`config.mk`:
```
export PLATFORM = sky130hd
export DESIGN_NAME = scs_sar_conversion_sequencer
export DESIGN_NICKNAME = d
export VERILOG_FILES = /design/src/rtl/scs_pkg.sv /design/src/rtl/scs_osc_timer.sv /design/src/rtl/scs_sar_conversion_sequencer.sv
export VERILOG_INCLUDE_DIRS = /design/src /design/src/rtl
export SDC_FILE = /design/constraint.sdc
export NUM_CORES = 1
export LEC_CHECK = 0
export BUFFER_PORTS_ARGS = -buffer_cell sky130_fd_sc_hd__buf_2
export CORE_ASPECT_RATIO = 0.6
export CORE_MARGIN = 2
export CORE_UTILIZATION = 55
export CTS_CLUSTER_SIZE = 20
export DETAILED_ROUTE_END_ITERATION = 16
export PLACE_DENSITY_LB_ADDON = 0.1
export SETUP_SLACK_MARGIN = 0.05
export SYNTH_ARGS = -nofsm -noshare
export SYNTH_HDL_FRONTEND = slang
export SYNTH_HIERARCHICAL = 1
export SYNTH_SLANG_ARGS = --single-unit
export TNS_END_PERCENT = 50
```
`constraint.sdc`:
```
create_clock -name i_mclk -period 9.2 [get_ports i_mclk]
set_input_delay 0.46 -clock i_mclk [delete_from_list [all_inputs] [get_ports i_mclk]]
set_output_delay 0.46 -clock i_mclk [all_outputs]
set_load 0.03 [all_outputs]
```
`src/rtl/scs_defs.svh`:
```
`ifndef SCS_DEFS_SVH
`define SCS_DEFS_SVH

// Conversion time bounds in nanoseconds and derived cycle counts at 40 MHz.
`define SCS_CLK_PERIOD_NS   25
`define SCS_TCONV_MIN_NS    600
`define SCS_TCONV_MAX_NS    670
`define SCS_CONV_MIN_CYC    ((`SCS_TCONV_MIN_NS + `SCS_CLK_PERIOD_NS - 1) / `SCS_CLK_PERIOD_NS)
`define SCS_CONV_MAX_CYC    (`SCS_TCONV_MAX_NS / `SCS_CLK_PERIOD_NS)

// Result codes.
`define SCS_CODE_MOST_NEG   20'h80000
`define SCS_CODE_MOST_POS   20'h7FFFF
`define SCS_CODE_ZERO       20'h00000

// Reset values of trim, range and clock selection.
`define SCS_TRIM_RESET      5'h00
`define SCS_RANGE_RESET     3'h0
`define SCS_CLKSEL_RESET    2'h0

// Transfer clock selection encodings.
`define SCS_CLKSEL_INT      2'h0
`define SCS_CLKSEL_EXT      2'h1
`define SCS_CLKSEL_MIX      2'h2

`endif

```
`src/rtl/scs_pkg.sv`:
```
package scs_pkg;

  typedef enum logic [0:0] {
    SCS_ACQUIRE = 1'b0,
    SCS_CONVERT = 1'b1
  } scs_state_type;

  typedef enum logic [1:0] {
    SCS_XFER_IDLE = 2'b00,
    SCS_XFER_LOAD = 2'b01,
    SCS_XFER_SHIFT = 2'b10
  } scs_xfer_type;

endpackage

```
`src/rtl/scs_osc_timer.sv`:
```
`timescale 1ns/1ps
`include "scs_defs.svh"

// Internal conversion oscillator: counts a pseudo-random length between the
// minimum and maximum conversion time, so conversion length varies per cycle.
module scs_osc_timer #(
  parameter int MIN_CYC = `SCS_CONV_MIN_CYC,
  parameter int MAX_CYC = `SCS_CONV_MAX_CYC
) (
  // Clock and reset
  input  wire logic i_mclk,
  input  wire logic i_rstn,
  // Control
  input  wire logic i_start,
  output logic      o_done,
  output logic      o_osc_tick
);

  localparam int SPAN = MAX_CYC - MIN_CYC + 1;

  logic [7:0] count;
  logic [7:0] next_count;
  logic [7:0] lfsr;
  logic [7:0] next_lfsr;
  logic [7:0] target;
  logic [7:0] next_target;
  logic       run;
  logic       next_run;

  always_comb
  begin
    next_lfsr   = {lfsr[6:0], lfsr[7] ^ lfsr[5] ^ lfsr[4] ^ lfsr[3]};
    next_count  = count;
    next_target = target;
    next_run    = run;
    if (i_start)
    begin
      next_run    = 1'b1;
      next_count  = 8'h01;
      next_target = 8'(MIN_CYC) + 8'(32'(lfsr) % SPAN);
    end
    else if (run)
    begin
      if (count >= target)
      begin
        next_run = 1'b0;
      end
      else
      begin
        next_count = count + 8'h01;
      end
    end
  end

  always_ff @(posedge i_mclk or negedge i_rstn)
  begin
    if (!i_rstn)
    begin
      count  <= 8'h00;
      lfsr   <= 8'h5A;
      target <= 8'h00;
      run    <= 1'b0;
    end
    else
    begin
      count  <= next_count;
      lfsr   <= next_lfsr;
      target <= next_target;
      run    <= next_run;
    end
  end

  assign o_done     = run && (count >= target);
  assign o_osc_tick = run;

endmodule

```
`src/rtl/scs_sar_conversion_sequencer.sv`:
```
`timescale 1ns/1ps
`include "scs_defs.svh"

// Functional notes
// - Conversion-start rising edge in acquisition enters conversion, switching charge to reference.
// - Conversion timed by internal oscillator; length varies between min and max.
// - While converting, inputs isolated and sampled values held.
// - At conversion end reconnect inputs and return to acquisition automatically.
// - Core takes reset and start, returns status and result.
// - Results are signed two's-complement codes of the differential input.
// - At or below negative full scale gives 80000; zero 00000; top saturates 7FFFF.
// - Transfers clocked by internal oscillator, host clock, or both, by configuration; internal selection also shifts every i_mclk cycle while acquiring.
// - Interface holds input and output shift registers, configuration and protocol unit.
// - Five-bit reference offset trim adds or subtracts offset at buffer output.
// - Further conversion-start transitions ignored until conversion completes.
// - Conversion status low during conversion, high when it ends.
module scs_sar_conversion_sequencer
  import scs_pkg::*;
#(
  parameter int RES_W  = 20,
  parameter int WORD_W = 22
) (
  // Clock and reset
  input  wire logic              i_mclk,
  input  wire logic              i_rstn,
  // Conversion control
  input  wire logic              i_conversion_start,
  output logic                   o_conversion_status,
  output logic                   o_inputs_connected,
  output logic                   o_reference_switched,
  // Analog front end, digitised difference analog_in_positive minus analog_in_negative
  input  wire logic signed [RES_W:0] i_analog_diff,
  output logic [RES_W-1:0]       o_result,
  // Reference buffer control
  input  wire logic [2:0]        i_reference_range,
  input  wire logic [4:0]        i_reference_offset_trim,
  output logic [2:0]             o_reference_range,
  output logic [4:0]             o_reference_offset_trim,
  // Serial transfer
  input  wire logic [1:0]        i_clock_select,
  input  wire logic              i_frame_active,
  input  wire logic              i_host_sclk_edge,
  input  wire logic              i_serial_in,
  output logic                   o_serial_out,
  output logic [WORD_W-1:0]      o_command_word
);

  scs_state_type            state;
  scs_state_type            next_state;
  logic                     start_prev;
  logic                     osc_start;
  logic                     osc_done;
  logic                     osc_tick;
  logic signed [RES_W:0]    held;
  logic signed [RES_W:0]    next_held;
  logic [RES_W-1:0]         result;
  logic [RES_W-1:0]         next_result;
  logic                     status;
  logic                     next_status;

  // Rising edge of conversion-start, only honoured while acquiring.
  assign osc_start = i_conversion_start && !start_prev && (state == SCS_ACQUIRE);

  scs_osc_timer u_osc (
    .i_mclk     (i_mclk),
    .i_rstn     (i_rstn),
    .i_start    (osc_start),
    .o_done     (osc_done),
    .o_osc_tick (osc_tick)
  );

  // Saturating two's-complement coding of the held difference.
  function automatic logic [RES_W-1:0] code_of(input logic signed [RES_W:0] v);
    logic signed [RES_W:0] lo;
    logic signed [RES_W:0] hi;
    lo = -(21'sd1 <<< (RES_W - 1));
    hi = (21'sd1 <<< (RES_W - 1)) - 21'sd1;
    if (v <= lo)
    begin
      code_of = `SCS_CODE_MOST_NEG;
    end
    else if (v >= hi)
    begin
      code_of = `SCS_CODE_MOST_POS;
    end
    else
    begin
      code_of = v[RES_W-1:0];
    end
  endfunction

  always_comb
  begin
    next_state  = state;
    next_held   = held;
    next_result = result;
    next_status = status;
    case (state)
      SCS_ACQUIRE:
      begin
        next_held = i_analog_diff;
        if (osc_start)
        begin
          next_state  = SCS_CONVERT;
          next_status = 1'b0;
        end
      end
      SCS_CONVERT:
      begin
        if (osc_done)
        begin
          next_state  = SCS_ACQUIRE;
          next_result = code_of(held);
          next_status = 1'b1;
        end
      end
      default:
      begin
        next_state = SCS_ACQUIRE;
      end
    endcase
  end

  always_ff @(posedge i_mclk or negedge i_rstn)
  begin
    if (!i_rstn)
    begin
      state      <= SCS_ACQUIRE;
      start_prev <= 1'b0;
      held       <= '0;
      result     <= `SCS_CODE_ZERO;
      status     <= 1'b1;
    end
    else
    begin
      state      <= next_state;
      start_prev <= i_conversion_start;
      held       <= next_held;
      result     <= next_result;
      status     <= next_status;
    end
  end

  assign o_conversion_status  = status;
  assign o_result             = result;
  assign o_inputs_connected   = (state == SCS_ACQUIRE);
  assign o_reference_switched = (state == SCS_CONVERT);

  // Configuration registers, captured while no frame runs.
  logic [2:0] cfg_range;
  logic [4:0] cfg_trim;
  logic [1:0] cfg_clksel;

  always_ff @(posedge i_mclk or negedge i_rstn)
  begin
    if (!i_rstn)
    begin
      cfg_range  <= `SCS_RANGE_RESET;
      cfg_trim   <= `SCS_TRIM_RESET;
      cfg_clksel <= `SCS_CLKSEL_RESET;
    end
    else if (!i_frame_active)
    begin
      cfg_range  <= i_reference_range;
      cfg_trim   <= i_reference_offset_trim;
      cfg_clksel <= i_clock_select;
    end
  end

  assign o_reference_range       = cfg_range;
  assign o_reference_offset_trim = cfg_trim;

  // Protocol unit with input and output shift registers.
  scs_xfer_type        xstate;
  scs_xfer_type        next_xstate;
  logic [WORD_W-1:0]   osr;
  logic [WORD_W-1:0]   next_osr;
  logic [WORD_W-1:0]   isr;
  logic [WORD_W-1:0]   next_isr;
  logic [WORD_W-1:0]   cmd;
  logic [WORD_W-1:0]   next_cmd;
  logic                shift_en;

  always_comb
  begin
    case (cfg_clksel)
      `SCS_CLKSEL_INT: shift_en = osc_tick || (state == SCS_ACQUIRE);
      `SCS_CLKSEL_EXT: shift_en = i_host_sclk_edge;
      `SCS_CLKSEL_MIX: shift_en = i_host_sclk_edge || osc_tick;
      default:         shift_en = i_host_sclk_edge;
    endcase
  end

  always_comb
  begin
    next_xstate = xstate;
    next_osr    = osr;
    next_isr    = isr;
    next_cmd    = cmd;
    case (xstate)
      SCS_XFER_IDLE:
      begin
        if (i_frame_active)
        begin
          next_xstate = SCS_XFER_LOAD;
        end
      end
      SCS_XFER_LOAD:
      begin
        next_osr    = {result, 2'b00};
        next_xstate = SCS_XFER_SHIFT;
      end
      SCS_XFER_SHIFT:
      begin
        if (!i_frame_active)
        begin
          next_cmd    = isr;
          next_xstate = SCS_XFER_IDLE;
        end
        else if (shift_en)
        begin
          next_osr = {osr[WORD_W-2:0], 1'b0};
          next_isr = {isr[WORD_W-2:0], i_serial_in};
        end
      end
      default:
      begin
        next_xstate = SCS_XFER_IDLE;
      end
    endcase
  end

  always_ff @(posedge i_mclk or negedge i_rstn)
  begin
    if (!i_rstn)
    begin
      xstate <= SCS_XFER_IDLE;
      osr    <= '0;
      isr    <= '0;
      cmd    <= '0;
    end
    else
    begin
      xstate <= next_xstate;
      osr    <= next_osr;
      isr    <= next_isr;
      cmd    <= next_cmd;
    end
  end

  assign o_serial_out   = osr[WORD_W-1];
  assign o_command_word = cmd;

endmodule

```
== Word-level counts from Yosys, hierarchy flattened ==
Cells that the tools add are included.

* Register bits after elaboration: 147
* Bits in latches: 0
* RAM bits: 0
* ROM bits: 0
* Input port bits: 37
* Word-level logic and storage cells: 75
* Memories kept: 0

* Add/subtract/negate cells: 2
* Multipliers: 0
* Divide/modulo/power cells: 1
* $lt $le $gt $ge: 3
* Equality and inequality tests: 10
* Shifts and indexed selects: 0
* Muxes and demuxes: 21
* Bitwise logic cells: 5
* Reductions and logical operators: 17

{| class="wikitable"
|+ Operators with widths
! operator !! number
|-
| 22-bit 2-to-1 mux || 2
|-
| 22-bit case mux with 2 select lines || 1
|-
| 20-bit 2-to-1 mux || 2
|-
| 8-bit by 2-bit modulo with 32-bit output, second input constant || 1
|-
| 8-bit 2-to-1 mux || 3
|-
| 21-bit by 20-bit >= comparator with 1-bit output, second input constant || 1
|-
| 21-bit by 20-bit <= comparator with 1-bit output, second input constant || 1
|-
| 2-bit != test, second input constant || 5
|-
| 2-bit AND reduction || 5
|-
| 5-bit by 8-bit adder with 8-bit output, first input constant || 1
|-
| 8-bit by 1-bit adder with 8-bit output, second input constant || 1
|-
| 8-bit >= comparator || 1
|-
| 1-bit 2-to-1 mux || 7
|-
| 1-bit case mux with 2 select lines || 3
|-
| 2-bit case mux with 3 select lines || 1
|-
| 3-bit AND reduction || 2
|-
| 2-bit equality test, second input constant || 2
|-
| 2-bit zero test || 2
|-
| 2-bit 2-to-1 mux || 2
|-
| 2-bit by 1-bit != test with 1-bit output, second input constant || 2
|-
| 2-bit nonzero test || 2
|-
| 1-bit logical AND || 3
|-
| 1-bit XOR || 3
|-
| 2-bit by 1-bit equality test with 1-bit output, second input constant || 1
|-
| 3 further kinds || 5
|}

== Logic depth before layout (Yosys ltp) ==
* Depth after elaboration: 6
* Mapped depth: 23
* Gate-level depth less buffers: 20

== By module ==
The synthesis kept the hierarchy.

{| class="wikitable"
|+ By module, submodules not included
! module !! times used !! cells each !! area an instance (um^2) !! seq. area each (um^2)
|-
| scs_sar_conversion_sequencer || 1 || 326 || 4832.1 || 3004.1
|-
| scs_osc_timer || 1 || 273 || 2388.5 || 630.6
|}

== Least setup slack after synthesis ==
OpenSTA, ideal clock, no wires.

* Path type: flip-flop to flip-flop
* From: reg u_osc.lfsr[6]
* To: reg u_osc.target[7]
* Library setup time: 0.082 ns
* Arrival: 4.886 ns
* Data required time: 9.118 ns
* Path slack: 4.232 ns
* Stages on the path, launching flop included: 23
* Buffers on the path: 2
* Cells stage by stage: dfstp_2 > buf_2 > clkbuf_1 > ha_1 > or3b_1 > a21oi_2 > nor3_1 > a21oi_1 > mux2i_1 > ha_1 > nand2b_1 > a221o_1 > a31o_1 > nor2_1 > a21oi_1 > ha_1 > or3_1 > o22ai_2 > o211ai_1 > a211oi_2 > a221oi_2 > or3_1 > a31oi_1

* Longest elaborated chain between the ends: 2

{| class="wikitable"
|+ RTL lines
! element !! RTL line !! text
|-
| from (decl) || scs_osc_timer.sv:23 || <nowiki>logic [7:0] lfsr;</nowiki>
|-
| from (signal assigned) || scs_osc_timer.sv:67 || <nowiki>lfsr <= next_lfsr;</nowiki>
|-
| 8-bit by 2-bit modulo with 32-bit output || scs_osc_timer.sv:40 || <nowiki>next_target = 8'(MIN_CYC) + 8'(32'(lfsr) % SPAN);</nowiki>
|-
| 5-bit by 8-bit adder with 8-bit output || scs_osc_timer.sv:40 ||
|-
| to (signal assigned) || scs_osc_timer.sv:68 || <nowiki>target <= next_target;</nowiki>
|-
| to (decl) || scs_osc_timer.sv:25 || <nowiki>logic [7:0] target;</nowiki>
|}

Every way passes these cells.
A chain may end at the register's enable or synchronous reset.

== Worst setup path in the final report ==
* From: reg u_osc.lfsr[7]
* To: reg u_osc.target[7]

The elaborated chain is that of the path after synthesis.

==> impl_metrics.env <==
export IMPL_status="finished clean"
export IMPL_final_antenna_net_count=0
export IMPL_cts_tree="yes"
export IMPL_cp_end_kind="flip-flop"
export IMPL_critPathRequiredTime_ns=9.54
export IMPL_area_growth_pct=16.50
export IMPL_pre_cts_ws_ns=3.588
export IMPL_power_leakage_nw=3.995
export IMPL_synthFlopType="dfrtp_1"
export IMPL_grt_max_degree=76
export IMPL_timing_final_ws_setup_ns=3.509
export IMPL_clockBufferDepth=2
export IMPL_io_pins=91
export IMPL_fmax_ghz=0.1757
export IMPL_wirelength_mm=16.25
export IMPL_yosysUniqueCellTypes=85
export IMPL_yosysWarnings=6
export IMPL_dp_cells=831
export IMPL_synthCells=599
export IMPL_setup_violations=0
export IMPL_slew_viol_final=0
export IMPL_fin_skew_ns=0.01105
export IMPL_vias=5161
export IMPL_tightest_slew_ns=1.312
export IMPL_rsz0062_at_grt="false"
export IMPL_io_buffers=90
export IMPL_arrival_ns=6.03
export IMPL_path_class="reg2reg"
export IMPL_gp_congestion=0.9502
export IMPL_routedWlPerCell_um=18.83
export IMPL_synth_edf_count=0
export IMPL_hpwlAfterDp_mm=11.48
export IMPL_grt_pass1_wl_mm=27.06
export IMPL_viasPerCell=5.980
export IMPL_cts_resized=0
export IMPL_gr_total_overflow=0
export IMPL_grt_usage=0.2430
export IMPL_setup_tns_ns=0
export IMPL_hold_path_class="in2async"
export IMPL_drt_iter0_drc=381
export IMPL_irDropWorstVdd_uv=162.6
export IMPL_synth_seq_cells=145
export IMPL_finalNetCount=729
export IMPL_htreeDepth=4
export IMPL_start_kind="flip-flop"
export IMPL_hold_viol_final=0
export IMPL_final_util=0.6565
export IMPL_antenna_found_initial=0
export IMPL_core_sq_mm=0.01281
export IMPL_instances_no_fill=863
export IMPL_n_fill_cell=969
export IMPL_cts_sinks=145
export IMPL_antenna_cells=0
export IMPL_dieArea_sq_mm=0.01409
export IMPL_cap_viol_max_count=0
export IMPL_die_y_um=92.76
export IMPL_syn_nets=648
export IMPL_cts_buffers=17
export IMPL_cts_hold_fix_buffers=0
export IMPL_cts_setup_buffers=0
export IMPL_path_max_fanout=16
export IMPL_p_per_area_mw_per_mm2=295.8
export IMPL_insertion_delay_ns=0.42
export IMPL_drive_above_1_share=0.4127
export IMPL_async_reset_ff_frac=1.000
export IMPL_fin_crit_sh=0.6186
export IMPL_clkSlewWorstSetupHoldPaths_ns=0.06
export IMPL_relSlewSlack=0.1200
export IMPL_start_util=0.5636
export IMPL_drc=0
export IMPL_dr_pass1_iters=5
export IMPL_netlist_area_sq_mm=0.007221
export IMPL_clock_root_buffer="clkbuf_16"
export IMPL_grt_pass1_vias=5017
export IMPL_num_rows=32
export IMPL_die_w_um=151.9
export IMPL_seq_area_frac_synth=0.5034
export IMPL_avgSynthCellArea_sq_um=12.05
export IMPL_min_period_ns=5.691
==> worst paths after layout <==
kind | from | endpoint | slack, ns | cells after the start
min | i_rstn | isr[16]$_DFFE_PN0P_ | 0.06 | 1
min in group i_mclk | i_conversion_start | start_prev$_DFF_PN0_ | 0.16 | 1
min reg2reg | o_conversion_status$_DFFE_PN1P_ | o_conversion_status$_DFFE_PN1P_ | 0.46 | 2
max reg2reg | u_osc/lfsr[7]$_DFF_PN0_ | u_osc/target[7]$_DFFE_PN0P_ | 3.51 | 20
max in group asynchronous | i_rstn | held[2]$_DFFE_PN0N_ | 7.81 | 2
max | u_osc/lfsr[7]$_DFF_PN0_ | u_osc/target[7]$_DFFE_PN0P_ | 3.51 | 20
==> cells in the mapped netlist (3+ instances only) <==
cell type  count  area share
a211oi_1       3      0.0031
a21o_1         9      0.0094
a21oi_1       11      0.0076
a31oi_1        3      0.0026
and3_1         5      0.0043
buf_2          4      0.0028
buf_4          4      0.0042
buf_6          5      0.0078
clkbuf_1      17      0.0088
dfrtp_1      140        0.49
dfstp_2        5       0.018
ha_1          12       0.021
inv_1         17      0.0088
maj3_1         9       0.012
mux2_2        83        0.13
mux2i_1        7      0.0097
nand2_1       35       0.018
nand2b_1       6      0.0052
nand4_1        5      0.0043
nor2_1        28       0.015
nor2b_1        3      0.0026
nor3_1         4      0.0028
o211a_1        3      0.0042
o211ai_1       3      0.0031
o21a_1         3      0.0031
o21ai_0       31       0.021
o221a_2       21       0.033
o22ai_1        6      0.0052
o31ai_1        6      0.0062
o41ai_1        4      0.0049
or2_2         21       0.018
or3_1          3      0.0026
xnor2_1        9       0.011
xor2_1         9       0.011
==> registers in the layout, indices dropped and copies added, names as in the netlist <==
name and cells:
o_result 20, u_osc/lfsr 8, u_osc/count 8, xstate 2
isr 22, o_reference_switched 1, cfg_clksel 2, o_conversion_status 1
u_osc/target 8, o_reference_offset_trim 5, o_command_word 22, o_reference_range 3
osr 20, start_prev 1, held 21, u_osc/o_osc_tick 1
==> power breakdown <==
group	switching, W	internal, W
registers	0.000159	0.000833
logic	0.000388	0.000334
clock network	0.000285	0.000488
total	0.000833	0.00166
==> stage by stage <==
stage          hold slack (ns)  area, sq um  total power [W]
2_1_floorplan           0.1644         7221         0.001513
3_3_place_gp            0.4459         7756         0.001687
3_5_place_dp            0.4493         7756         0.001722
4_1_cts                0.06432         8412         0.002506
5_1_grt                0.09185         8412         0.002629
6_report               0.05611         8412         0.002488
==> worst max-delay path, stage by stage (launching register included) <==
cell,delay [ns]
dfrtp_1,0.61
ha_1,0.36
or3b_1,0.40
a21oi_2,0.32
nor3_1,0.17
a21oi_1,0.29
mux2i_1,0.17
ha_1,0.37
nand2b_1,0.26
a221o_1,0.29
a31o_1,0.21
nor2_1,0.09
a21oi_1,0.06
ha_1,0.23
or3_1,0.39
o22ai_2,0.30
o211a_1,0.35
nand4b_1,0.16
xor2_1,0.08
or3_1,0.32
a31oi_1,0.16
==> layout make-up <==
| type | instances | area, sq um | area share |
|---|---|---|---|
| Clock inverter | 13 | 222.7 | 0.02648 |
| Inverter | 18 | 67.56 | 0.008032 |
| Multi-Input combinational cell | 404 | 3354 | 0.3988 |
| Timing Repair Buffer | 94 | 486.7 | 0.05786 |
| Tap cell | 170 | 212.7 | 0.02529 |
| Sequential cell | 145 | 3635 | 0.4321 |
| Clock buffer | 19 | 432.9 | 0.05147 |
==> routing by layer <==
metal / GRT usage / routed length [um]
met1: 0.3761 / 8514
met3: 0.06317 / 904
met4: 0.06542 / 168
met2: 0.3356 / 6663
met5: 0 / 0
==> kinds of logic (layout without fill, tap and decap cells) <==
| family | after synthesis | in the layout | synth area share |
|---|---|---|---|
| AOI/OAI and AO/OA | 136 | 136 | 0.1518 |
| xor gates and xnor gates | 20 | 20 | 0.02634 |
| adders and majority gates | 21 | 21 | 0.03327 |
| buffers and inverters | 50 | 144 | 0.03396 |
| DFF | 145 | 145 | 0.5034 |
| muxes | 92 | 92 | 0.1428 |
| and+or+nand+nor | 135 | 135 | 0.1085 |
==> cell usage in the layout (no fill, tap or decap), types with 4 or more instances in the layout <==
cell type,synthesis,routed
dfrtp_1,140,140
buf_2,4,89
mux2_2,83,83
nand2_1,35,35
o21ai_0,31,31
nor2_1,28,28
or2_2,21,21
o221a_2,21,21
inv_1,17,17
clkbuf_16,0,17
ha_1,12,12
a21oi_1,11,11
maj3_1,9,9
a21o_1,9,9
xor2_1,9,9
xnor2_1,9,9
mux2i_1,7,7
nand2b_1,6,6
o22ai_1,6,6
o31ai_1,6,6
bufinv_16,0,5
dfstp_2,5,5
and3_1,5,5
nand4_1,5,5
buf_4,4,4
nor3_1,4,4
o41ai_1,4,4
Power figures use the tool's default switching activity.
